[src/xlau_pkg.sv]
/*
 * Package for the exclusive-OR logic and accumulate unit: widths, operation codes, field layout.
 * Assumes the decoder and register file run on the same core clock as the unit.
 */
package xlau_pkg;
	// ****************************************
	// Widths
	// ****************************************
	localparam int DATA_W   = 32;
	localparam int IMM_W    = 9;
	localparam int SEL_W    = 5;
	localparam int REG_N    = 16;
	localparam int ADDR_W   = 4;
	localparam int ACC_BIT  = 0;
	localparam int IMM_SIGN = 8;

	// ****************************************
	// Reset values
	// ****************************************
	localparam logic [31:0] REG_RESET = 32'h0000_0000;

	// ****************************************
	// Operations
	// ****************************************
	typedef enum logic [3:0] {
		XLAU_OP_XOR,
		XLAU_OP_XNOR,
		XLAU_OP_XOR_SHORT,
		XLAU_OP_BIT_XOR,
		XLAU_OP_BIT_XNOR,
		XLAU_OP_ACC_EQ,
		XLAU_OP_ACC_NE,
		XLAU_OP_ACC_GE,
		XLAU_OP_ACC_GE_U,
		XLAU_OP_ACC_LT,
		XLAU_OP_ACC_LT_U
	} xlau_op_t;
endpackage

[src/xlau_unit.sv]
/*
 * Exclusive-OR logic and accumulate unit with its own data register file.
 * Assumes the decoder issues one operation at a time and waits for op_ready.
 */
// Notes on behaviour
// - Bitwise XNOR writes inverted XOR result.
// - Bitwise forms zero-extend the nine-bit immediate.
// - Three-operand XOR writes the separate destination.
// - Short XOR writes back into first source.
// - Bit XNOR: inverted bit XOR, upper bits cleared.
// - Bit XOR into bit 0, rest zero.
// - Accumulating compares keep destination bits 31:1.
// - Equal compare toggles bit 0 on match.
// - Unequal compare toggles bit 0 on mismatch.
// - Signed compares sign-extend the immediate.
// - Signed greater-or-equal toggles bit 0.
// - Unsigned greater-or-equal zero-extends, toggles bit 0.
// - Signed less-than toggles bit 0.
// - Unsigned less-than is unsigned, zero-extends immediate.
`timescale 1ns/1ps
module xlau_unit (
	// Clock and reset
	input  wire logic                          clk,
	input  wire logic                          sys_rst,
	// Handshake with the decoder
	input  wire logic                          op_valid,
	output logic                               op_ready,
	// Operation and immediate
	input  wire xlau_pkg::xlau_op_t            op_code,
	input  wire logic                          use_immediate,
	input  wire logic [xlau_pkg::IMM_W-1:0]    nine_bit_immediate,
	// Register indices
	input  wire logic [xlau_pkg::ADDR_W-1:0]   first_source_reg,
	input  wire logic [xlau_pkg::ADDR_W-1:0]   second_source_reg,
	input  wire logic [xlau_pkg::ADDR_W-1:0]   destination_reg,
	// Bit positions for the single-bit forms
	input  wire logic [xlau_pkg::SEL_W-1:0]    first_bit_select,
	input  wire logic [xlau_pkg::SEL_W-1:0]    second_bit_select,
	// Status flags, one flop late and never modified
	input  wire logic [4:0]                    status_flags_in,
	output logic      [4:0]                    status_flags_out,
	// Result and completion
	output logic                               result_valid,
	output logic      [xlau_pkg::ADDR_W-1:0]   result_reg,
	output logic      [xlau_pkg::DATA_W-1:0]   result_data
);
	// ****************************************
	// Sequencer
	// ****************************************
	typedef enum logic [1:0] {
		XLAU_IDLE,
		XLAU_READ,
		XLAU_EXEC
	} xlau_state_t;

	xlau_state_t                   state_r;
	xlau_state_t                   state_nxt;
	xlau_pkg::xlau_op_t            op_r;
	logic                          imm_sel_r;
	logic [xlau_pkg::IMM_W-1:0]    imm_r;
	logic [xlau_pkg::ADDR_W-1:0]   src_a_r;
	logic [xlau_pkg::ADDR_W-1:0]   src_b_r;
	logic [xlau_pkg::ADDR_W-1:0]   dst_r;
	logic [xlau_pkg::SEL_W-1:0]    sel_a_r;
	logic [xlau_pkg::SEL_W-1:0]    sel_b_r;
	logic [xlau_pkg::DATA_W-1:0]   rd_a_data;
	logic [xlau_pkg::DATA_W-1:0]   rd_b_data;
	logic [xlau_pkg::DATA_W-1:0]   rd_c_data;
	logic                          wr_en;
	logic [xlau_pkg::ADDR_W-1:0]   wr_addr;
	logic [xlau_pkg::DATA_W-1:0]   wr_data;
	logic [xlau_pkg::ADDR_W-1:0]   eff_dst;
	logic                          take;

	assign op_ready = (state_r == XLAU_IDLE);
	// A request is taken only while idle; otherwise the decoder must hold it
	assign take     = op_valid && op_ready;

	always_comb begin
		state_nxt = state_r;
		unique case (state_r)
			XLAU_IDLE: begin
				if (op_valid) begin
					state_nxt = XLAU_READ;
				end
			end
			XLAU_READ: begin
				state_nxt = XLAU_EXEC;
			end
			XLAU_EXEC: begin
				state_nxt = XLAU_IDLE;
			end
			default: begin
				state_nxt = XLAU_IDLE;
			end
		endcase
	end

	always_ff @(posedge clk or posedge sys_rst) begin
		if (sys_rst) begin
			state_r <= XLAU_IDLE;
		end else begin
			state_r <= state_nxt;
		end
	end

	// ****************************************
	// Capture of the decoded operation
	// ****************************************
	always_ff @(posedge clk or posedge sys_rst) begin
		if (sys_rst) begin
			op_r      <= xlau_pkg::XLAU_OP_XOR;
			imm_sel_r <= 1'b0;
			imm_r     <= 9'h000;
		end else if (take) begin
			op_r      <= op_code;
			imm_sel_r <= use_immediate;
			imm_r     <= nine_bit_immediate;
		end
	end

	// Register indices; these drive the register file read addresses directly
	always_ff @(posedge clk or posedge sys_rst) begin
		if (sys_rst) begin
			src_a_r <= 4'h0;
			src_b_r <= 4'h0;
			dst_r   <= 4'h0;
		end else if (take) begin
			src_a_r <= first_source_reg;
			src_b_r <= second_source_reg;
			dst_r   <= destination_reg;
		end
	end

	// Bit positions for the single-bit forms
	always_ff @(posedge clk or posedge sys_rst) begin
		if (sys_rst) begin
			sel_a_r <= 5'h00;
			sel_b_r <= 5'h00;
		end else if (take) begin
			sel_a_r <= first_bit_select;
			sel_b_r <= second_bit_select;
		end
	end

	// ****************************************
	// Operands
	// ****************************************
	logic [xlau_pkg::DATA_W-1:0] imm_zext;
	logic [xlau_pkg::DATA_W-1:0] imm_sext;
	logic [xlau_pkg::DATA_W-1:0] opnd_logic;
	logic [xlau_pkg::DATA_W-1:0] opnd_signed;
	logic [xlau_pkg::DATA_W-1:0] opnd_unsigned;
	logic                        bit_a;
	logic                        bit_b;
	logic                        cmp_hit;
	logic                        same_val;
	logic                        below_signed;
	logic                        below_unsigned;

	assign imm_zext = {{(xlau_pkg::DATA_W-xlau_pkg::IMM_W){1'b0}}, imm_r};
	assign imm_sext = {{(xlau_pkg::DATA_W-xlau_pkg::IMM_W){imm_r[xlau_pkg::IMM_SIGN]}},
		imm_r};
	assign opnd_logic    = imm_sel_r ? imm_zext : rd_b_data;
	assign opnd_signed   = imm_sel_r ? imm_sext : rd_b_data;
	assign opnd_unsigned = imm_sel_r ? imm_zext : rd_b_data;
	assign bit_a = rd_a_data[sel_a_r];
	assign bit_b = rd_b_data[sel_b_r];

	// Greater-or-equal reuses the less-than compares, saving two wide comparators
	assign same_val       = (rd_a_data == opnd_signed);
	assign below_signed   = ($signed(rd_a_data) < $signed(opnd_signed));
	assign below_unsigned = (rd_a_data < opnd_unsigned);

	// ****************************************
	// Compare for the accumulating forms
	// ****************************************
	always_comb begin
		cmp_hit = 1'b0;
		unique case (op_r)
			xlau_pkg::XLAU_OP_ACC_EQ: begin
				cmp_hit = same_val;
			end
			xlau_pkg::XLAU_OP_ACC_NE: begin
				cmp_hit = !same_val;
			end
			xlau_pkg::XLAU_OP_ACC_GE: begin
				cmp_hit = !below_signed;
			end
			xlau_pkg::XLAU_OP_ACC_GE_U: begin
				cmp_hit = !below_unsigned;
			end
			xlau_pkg::XLAU_OP_ACC_LT: begin
				cmp_hit = below_signed;
			end
			xlau_pkg::XLAU_OP_ACC_LT_U: begin
				// Unsigned, whatever the prose around it suggests
				cmp_hit = below_unsigned;
			end
			default: begin
				cmp_hit = 1'b0;
			end
		endcase
	end

	// ****************************************
	// Result
	// ****************************************
	always_comb begin
		wr_data = rd_c_data;
		eff_dst = dst_r;
		unique case (op_r)
			xlau_pkg::XLAU_OP_XOR: begin
				wr_data = rd_a_data ^ opnd_logic;
			end
			xlau_pkg::XLAU_OP_XNOR: begin
				wr_data = ~(rd_a_data ^ opnd_logic);
			end
			xlau_pkg::XLAU_OP_XOR_SHORT: begin
				wr_data = rd_a_data ^ rd_b_data;
				eff_dst = src_a_r;
			end
			xlau_pkg::XLAU_OP_BIT_XOR: begin
				wr_data = {31'h0000_0000, bit_a ^ bit_b};
			end
			xlau_pkg::XLAU_OP_BIT_XNOR: begin
				wr_data = {31'h0000_0000, ~(bit_a ^ bit_b)};
			end
			xlau_pkg::XLAU_OP_ACC_EQ,
			xlau_pkg::XLAU_OP_ACC_NE,
			xlau_pkg::XLAU_OP_ACC_GE,
			xlau_pkg::XLAU_OP_ACC_GE_U,
			xlau_pkg::XLAU_OP_ACC_LT,
			xlau_pkg::XLAU_OP_ACC_LT_U: begin
				// Only the accumulate bit moves; the old upper bits go back unchanged
				wr_data = {rd_c_data[xlau_pkg::DATA_W-1:1],
					rd_c_data[xlau_pkg::ACC_BIT] ^ cmp_hit};
			end
			default: begin
				// Unused codes rewrite the destination with its own value
				wr_data = rd_c_data;
			end
		endcase
	end

	// ****************************************
	// Write-back
	// ****************************************
	// One write per operation, after all three reads were taken
	assign wr_en   = (state_r == XLAU_EXEC);
	assign wr_addr = eff_dst;

	// ****************************************
	// Status flags
	// ****************************************
	// Registered like every data output; no operation has a path into them
	always_ff @(posedge clk or posedge sys_rst) begin
		if (sys_rst) begin
			status_flags_out <= 5'h00;
		end else begin
			status_flags_out <= status_flags_in;
		end
	end

	// ****************************************
	// Completion
	// ****************************************
	always_ff @(posedge clk or posedge sys_rst) begin
		if (sys_rst) begin
			result_valid <= 1'b0;
		end else begin
			result_valid <= wr_en;
		end
	end

	always_ff @(posedge clk or posedge sys_rst) begin
		if (sys_rst) begin
			result_reg  <= 4'h0;
			result_data <= xlau_pkg::REG_RESET;
		end else if (wr_en) begin
			result_reg  <= wr_addr;
			result_data <= wr_data;
		end
	end

	// ****************************************
	// Register file
	// ****************************************
	// The destination is read too, so the accumulate forms see its pre-operation value
	xlau_regfile u_regfile (
		.clk       (clk),
		.sys_rst   (sys_rst),
		.rd_a_addr (src_a_r),
		.rd_b_addr (src_b_r),
		.rd_c_addr (dst_r),
		.rd_a_data (rd_a_data),
		.rd_b_data (rd_b_data),
		.rd_c_data (rd_c_data),
		.wr_en     (wr_en),
		.wr_addr   (wr_addr),
		.wr_data   (wr_data)
	);
endmodule

[src/xlau_regfile.sv]
/*
 * Data register file: sixteen 32-bit words, three read ports, one write port.
 * Assumes the caller presents read addresses one cycle before it needs the data.
 */
`timescale 1ns/1ps
module xlau_regfile (
	// Clock and reset
	input  wire logic                          clk,
	input  wire logic                          sys_rst,
	// Read ports
	input  wire logic [xlau_pkg::ADDR_W-1:0]   rd_a_addr,
	input  wire logic [xlau_pkg::ADDR_W-1:0]   rd_b_addr,
	input  wire logic [xlau_pkg::ADDR_W-1:0]   rd_c_addr,
	output logic      [xlau_pkg::DATA_W-1:0]   rd_a_data,
	output logic      [xlau_pkg::DATA_W-1:0]   rd_b_data,
	output logic      [xlau_pkg::DATA_W-1:0]   rd_c_data,
	// Write port
	input  wire logic                          wr_en,
	input  wire logic [xlau_pkg::ADDR_W-1:0]   wr_addr,
	input  wire logic [xlau_pkg::DATA_W-1:0]   wr_data
);
	logic [xlau_pkg::DATA_W-1:0] mem_r [xlau_pkg::REG_N];

	// ****************************************
	// Storage
	// ****************************************
	genvar gi;
	generate
		for (gi = 0; gi < xlau_pkg::REG_N; gi++) begin : g_word
			always_ff @(posedge clk or posedge sys_rst) begin
				if (sys_rst) begin
					mem_r[gi] <= xlau_pkg::REG_RESET;
				end else if (wr_en && wr_addr == xlau_pkg::ADDR_W'(gi)) begin
					mem_r[gi] <= wr_data;
				end
			end
		end
	endgenerate

	// Registered read; a same-cycle write is not forwarded here, the caller stalls instead
	always_ff @(posedge clk or posedge sys_rst) begin
		if (sys_rst) begin
			rd_a_data <= xlau_pkg::REG_RESET;
			rd_b_data <= xlau_pkg::REG_RESET;
			rd_c_data <= xlau_pkg::REG_RESET;
		end else begin
			rd_a_data <= mem_r[rd_a_addr];
			rd_b_data <= mem_r[rd_b_addr];
			rd_c_data <= mem_r[rd_c_addr];
		end
	end
endmodule

[config.mk]
export PLATFORM = sky130hd
export DESIGN_NAME = xlau_unit
export DESIGN_NICKNAME = d
export VERILOG_FILES = /design/src/xlau_pkg.sv /design/src/xlau_unit.sv /design/src/xlau_regfile.sv
export SDC_FILE = /design/constraint.sdc
export NUM_CORES = 2
export LEC_CHECK = 0
export ABC_AREA = 1
export BUFFER_PORTS_ARGS = -buffer_cell sky130_fd_sc_hd__buf_2
export CORE_UTILIZATION = 43
export CTS_CLUSTER_DIAMETER = 40
export DETAILED_ROUTE_END_ITERATION = 6
export MAX_ROUTING_LAYER = met4
export PLACE_DENSITY = 0.65
export SYNTH_ARGS = -nofsm -noshare
export SYNTH_HDL_FRONTEND = slang
export SYNTH_HIERARCHICAL = 1
export SYNTH_SLANG_ARGS = --single-unit
[constraint.sdc]
create_clock -name clk -period 17.44 [get_ports clk]
set_input_delay 0.872 -clock clk [delete_from_list [all_inputs] [get_ports clk]]
set_output_delay 0.872 -clock clk [all_outputs]
set_load 0.01 [all_outputs]
# Word level (Yosys, flattened, before mapping)
# Index checks and enable logic that the tools add are counted.
# word_totals
regBits	688
out_inout_bits	43
# op_classes
n_lt_le_gt_ge	7
n_eq_ne	29
muxes	20
bitwise_logic	9
reduce_logical	24
# op_table
op	n
32-bit binary-select mux with 4-bit select	3
32-bit two-way mux	8
32-bit case mux with 6 select lines	1
32-bit < comparator	2
32-bit bitwise XOR	2
4-bit == test (second input constant)	11
32-bit == test	1
4-bit by 3-bit == test with 1-bit output (second input constant)	8
32-bit NOT	1
1-bit logical AND	17
4-bit by 2-bit == test with 1-bit output (second input constant)	4
5-bit >= comparator (second input constant)	3
4-bit NOT with 5-bit output	3
5-bit by 6-bit < comparator with 1-bit output (second input constant)	2
1-bit binary-select mux with 5-bit select	2
4-bit by 1-bit == test with 1-bit output (second input constant)	2
4-bit logical NOT	2
1-bit case mux with 6 select lines	1
6-bit OR reduction	1
4-bit two-way mux	1
2-bit case mux with 2 select lines	1
1-bit logical NOT	3
2-bit by 1-bit == test with 1-bit output (second input constant)	1
2-bit == test (second input constant)	1
6 further kinds	8

# Longest topological paths before layout
# depth
depth_word	6
ltp_mapped	26
depth_no_buf	24

# Modules after synthesis
# The synthesis kept the hierarchy.
# by_module_without_submodules
mod	n_inst	cells_per_inst	area_per_inst_um2
xlau_regfile	1	5641	36704.0
xlau_unit	1	957	6394.9

# Worst setup path before layout
# No wires, ideal clock.
# synth_timing
path_type	flip-flop to flip-flop
from	register imm_sel_r
to	register u_regfile/mem_r[0] (netlist bit)
setup_ns	0.083
t_arrival_ns	3.190
slack_ns	14.167
path_stages_with_launch	23
path_cell_list	dfrtp_1 -> clkbuf_1 -> nand2_1 -> inv_1 -> buf_1 -> a21oi_1 -> ha_1 -> nand2_1 -> nor3_1 -> and2b_1 -> nand2_1 -> nand2_1 -> nand2_1 -> inv_1 -> nand2_1 -> nor2_1 -> nand3_1 -> nand2_1 -> nand3_1 -> a21boi_1 -> inv_1 -> clkbuf_1 -> o21ai_0
# synth_via
elab_chain_cells	6
# synth_rtl
item	line	rtl
from (decl)	xlau_unit.sv:59	logic imm_sel_r;
from (signal assigned)	xlau_unit.sv:117	imm_sel_r <= use_immediate;
32-bit two-way mux, on equally long branches	xlau_unit.sv:164, xlau_unit.sv:166, xlau_unit.sv:165	
32-bit < comparator (tied with other cells)	xlau_unit.sv:173	assign below_unsigned = (rd_a_data < opnd_unsigned);
1-bit logical NOT, on equally long branches	xlau_unit.sv:191, xlau_unit.sv:185, xlau_unit.sv:188	
1-bit case mux with 6 select lines	xlau_unit.sv:180	unique case (op_r)
1-bit bitwise XOR	xlau_unit.sv:237	rd_c_data[xlau_pkg::ACC_BIT] ^ cmp_hit};
32-bit case mux with 6 select lines *	xlau_unit.sv:212	unique case (op_r)
named net wr_data (one bit)	xlau_unit.sv:71	logic [xlau_pkg::DATA_W-1:0] wr_data;
to (signal, indexed assignment)	xlau_regfile.sv:32	mem_r[gi] <= xlau_pkg::REG_RESET;
to (signal, indexed assignment)	xlau_regfile.sv:34	mem_r[gi] <= wr_data;
to (decl)	xlau_regfile.sv:22	logic [xlau_pkg::DATA_W-1:0] mem_r [xlau_pkg::REG_N];
# Mark *: on every way through the listed nets, which the timed path passes. The rest lies on a longest branch.
# A chain may end at the register's enable or synchronous reset.

==> results.md <==
* Status: complete, but fails checks
* Failing checks: DRC
* Top reg by flops: u_regfile/mem_r
* Pre-CTS setup slack at ~12 ns
* Post-CTS Hold Buffers at 0
* Initial DRC Count at ~6600
* Setup Skew at about 0.036 ns
* Row cnt at approximately 120
* Critical Path AT at ~4.9 ns
* Max reg flops at between 500 and 600
* Post-Syn Nets at around 6700
* Critical path fanouts, max at 71
* CTS HTree Levels at 3
* Most area-hungry cell type in the Yosys netlist: dfrtp_1
* Vias in the first global route at 42200
* Avg Inst Size Synth at 6.53 um2
* Final nets at around 6500
* Leak Pwr at about 25 nW
* Max VDD drop at 101 uV
* Max Cap Violations at 0
* Ports at 87
* Async set-reset flop share out of synthesis at 100%
* Fillers at between 9000 and 10000
* Antenna violations before repair at 3
* Worst-margin pin slew at roughly 1.3 ns
* Setup Buffers After CTS at 0
* GPL Wtd Cong at 0.956
* Req. time, crit path at 18.14 ns
* Busiest grt layer: met2
* Routed WL at roughly 170000 um
* TritonCTS clock tree: done
* Critical path class: in -> async
* DR DRC count at 1
* Layout cell share with drive strength beyond 1 at around 7%
* Die Wd at about 320 um
* Post-synth EDFFs at 0
* Final period utilization at between 20% and 30%
* Hold Vio Cnt, Final at 0
* Cells after synthesis at 6598
* Worst-skew pair later-pin latency at 0.72 ns
* Clock buffer depth at 3
* Core Footprint at 98900 um2
* Hold Crit Class: in -> async
* R2r setup slk at 13.34 ns
* RSZ-0062 raised after global routing: no
* Detailed-router iteration count before antenna repair at 7
* Die H at 319 um
* P per Cell Area at 181 nW/um2
* Global-route wire length before repair at about 260000 um
* Initial core utilization at 43.6%
* DP Wirelength at ~93000 um
* Top cells by area, synth: dfrtp_1 40%, nand2_1 22%, nand3_1 16%
* Crit path launch: sys_rst
* CP Launch Type: input port
* Grt total ovfl at 0
* R2R Path End: u_regfile/mem_r[224]
* Syn-to-layout area delta at 11.6%
* Port Buffer Count at 86
* Slowest cell on crit path: buf_4
* Register area share after synthesis at 39.9%
* Final setup violating endpoints at 0
* Vias at ~46000
* GR met2 Demand/Resource at between 40 and 50%
* Die area at roughly 100000 um2
* Sink Count at between 600 and 700
* Slowest stage delay, CP at 0.81 ns
* Met1 usage at between 40% and 50%
* Flops & latches, synth at between 600 and 700
* Post-route setup slack at between 10 and 15 ns
* Worst reg2reg path depth at 19
* Root Driver: clkbuf_16
* Largest net degree at the start of global routing at ~180
* Top cell type's share of synthesized area at about 40%
* Post-Syn Area at approximately 43000 um2
* Worst Setup EP: u_regfile/mem_r[437]
* Wire per inst at roughly 22 um
* Critical Path End Type: async pin
* Vias per inst at roughly 6
* Prevailing post-synth register cell: dfrtp_1
* Commonest non-fill, non-tap cell in the layout: nand2_1
* Crit path time final at around 4.2 ns
* Met3 GRT Util at roughly 6.9%
* Resize count post-CTS at 0
* Worst-path clk slew at 0.05 ns
* Crit path cell chain: buf_2 > clkinvlp_4 > buf_4 > buf_4 > buf_4 > buf_4
* CTS buffer count at between 100 and 150
* Critical R2R Launch: imm_sel_r
* Fmax at roughly 0.24 GHz
* Total track usage at around 34%
* Util after Layout at around 50%
* Routed Antenna Nets at 0
* Yosys warnings at 6
* Setup TNS at 0 ns
* Slew Viols, Final at 0
* Crit-path most repeated cell: buf_4
* Library cells used by synthesis at 34
* Most frequent cells in the layout: 2558 x nand2_1, 1405 x nand3_1, 676 x dfrtp_1
* Rel. slew slack at 16.6%
## per-layer routing
metal,share of wire [%],vias to the layer above
li1,-,20800
met1,40,21000
met2,42,3160
met3,13,665
met4,5.3,0
met5,0,-
## synth_stat cells, types with 3 or more instances
| cell type | number |
|---|---|
| nor3_1 | 3 |
| inv_2 | 11 |
| ha_1 | 55 |
| inv_1 | 592 |
| nand4_1 | 6 |
| a31oi_1 | 4 |
| a21oi_1 | 80 |
| nor2_4 | 5 |
| dfrtp_1 | 688 |
| nand2_1 | 2560 |
| buf_2 | 131 |
| o21a_1 | 4 |
| o2111ai_1 | 31 |
| nand2_2 | 9 |
| nand3_2 | 4 |
| o21ai_0 | 471 |
| o21ai_1 | 124 |
| buf_1 | 70 |
| nor2_1 | 36 |
| buf_6 | 6 |
| nand3_1 | 1405 |
| buf_4 | 8 |
| clkbuf_1 | 274 |
| nor2_2 | 4 |
| mux2i_1 | 6 |
## cells by family (layout without fill, tap and decap cells)
group,count (synthesis),count (layout),share of synthesized area [%]
compound gates,718,718,8.67
simple gates,4035,4035,39.5
flops,688,688,39.9
xor+xnor,2,2,0.0407
buf+inv,1094,998,10.1
mux,6,6,0.139
other cells,0,3,0
fa+ha+maj,55,55,1.60
## area by class of cell
class,instances,area [um2],area share [%]
well taps,1287,1610,3.35
repair buffers,169,1070,2.22
flip-flops and latches,688,17300,35.9
multi-input cells,4816,21600,44.9
clock inverters,80,1020,2.13
clock buffers,144,3220,6.70
diodes,3,7.51,0.0156
inverters,605,2320,4.82
## worst max-delay path: cells and delay by family
family / cells / cell delay (ns)
buf+inv: 6 / 3.72
## worst min path at each step
stage,start,endpoint,slack (ns),cells after the start
after floorplan,state_r[1],state_r[1],0.42,1
after global placement,state_r[1],state_r[1],0.44,1
after detailed placement,state_r[1],state_r[1],0.45,1
after CTS,sys_rst,result_data[9],0.16,2
after global routing,sys_rst,status_flags_out[0],0.20,2
final,sys_rst,imm_r[5],0.17,2
## metrics by stage
stage                     hold slack [ns]  total power (W)  cells  cell area, um2
after floorplan                     0.422          0.00495   6598           43100
after global placement              0.438          0.00608   7565           43800
after detailed placement            0.452          0.00614   7565           43800
after CTS                           0.156          0.00862   7789           48100
after global routing                0.199          0.00925   7790           48100
final                               0.174          0.00872   7792           48100
## power by group
part	switching (W)	leakage, nW	internal, W
Sequential	0.000448	9.13	0.00207
Combinational	0.00265	13.5	0.00110
Clock	0.000898	2.05	0.00156
Total	0.00400	24.7	0.00472
No activity file was read; power rests on OpenSTA's default activity.
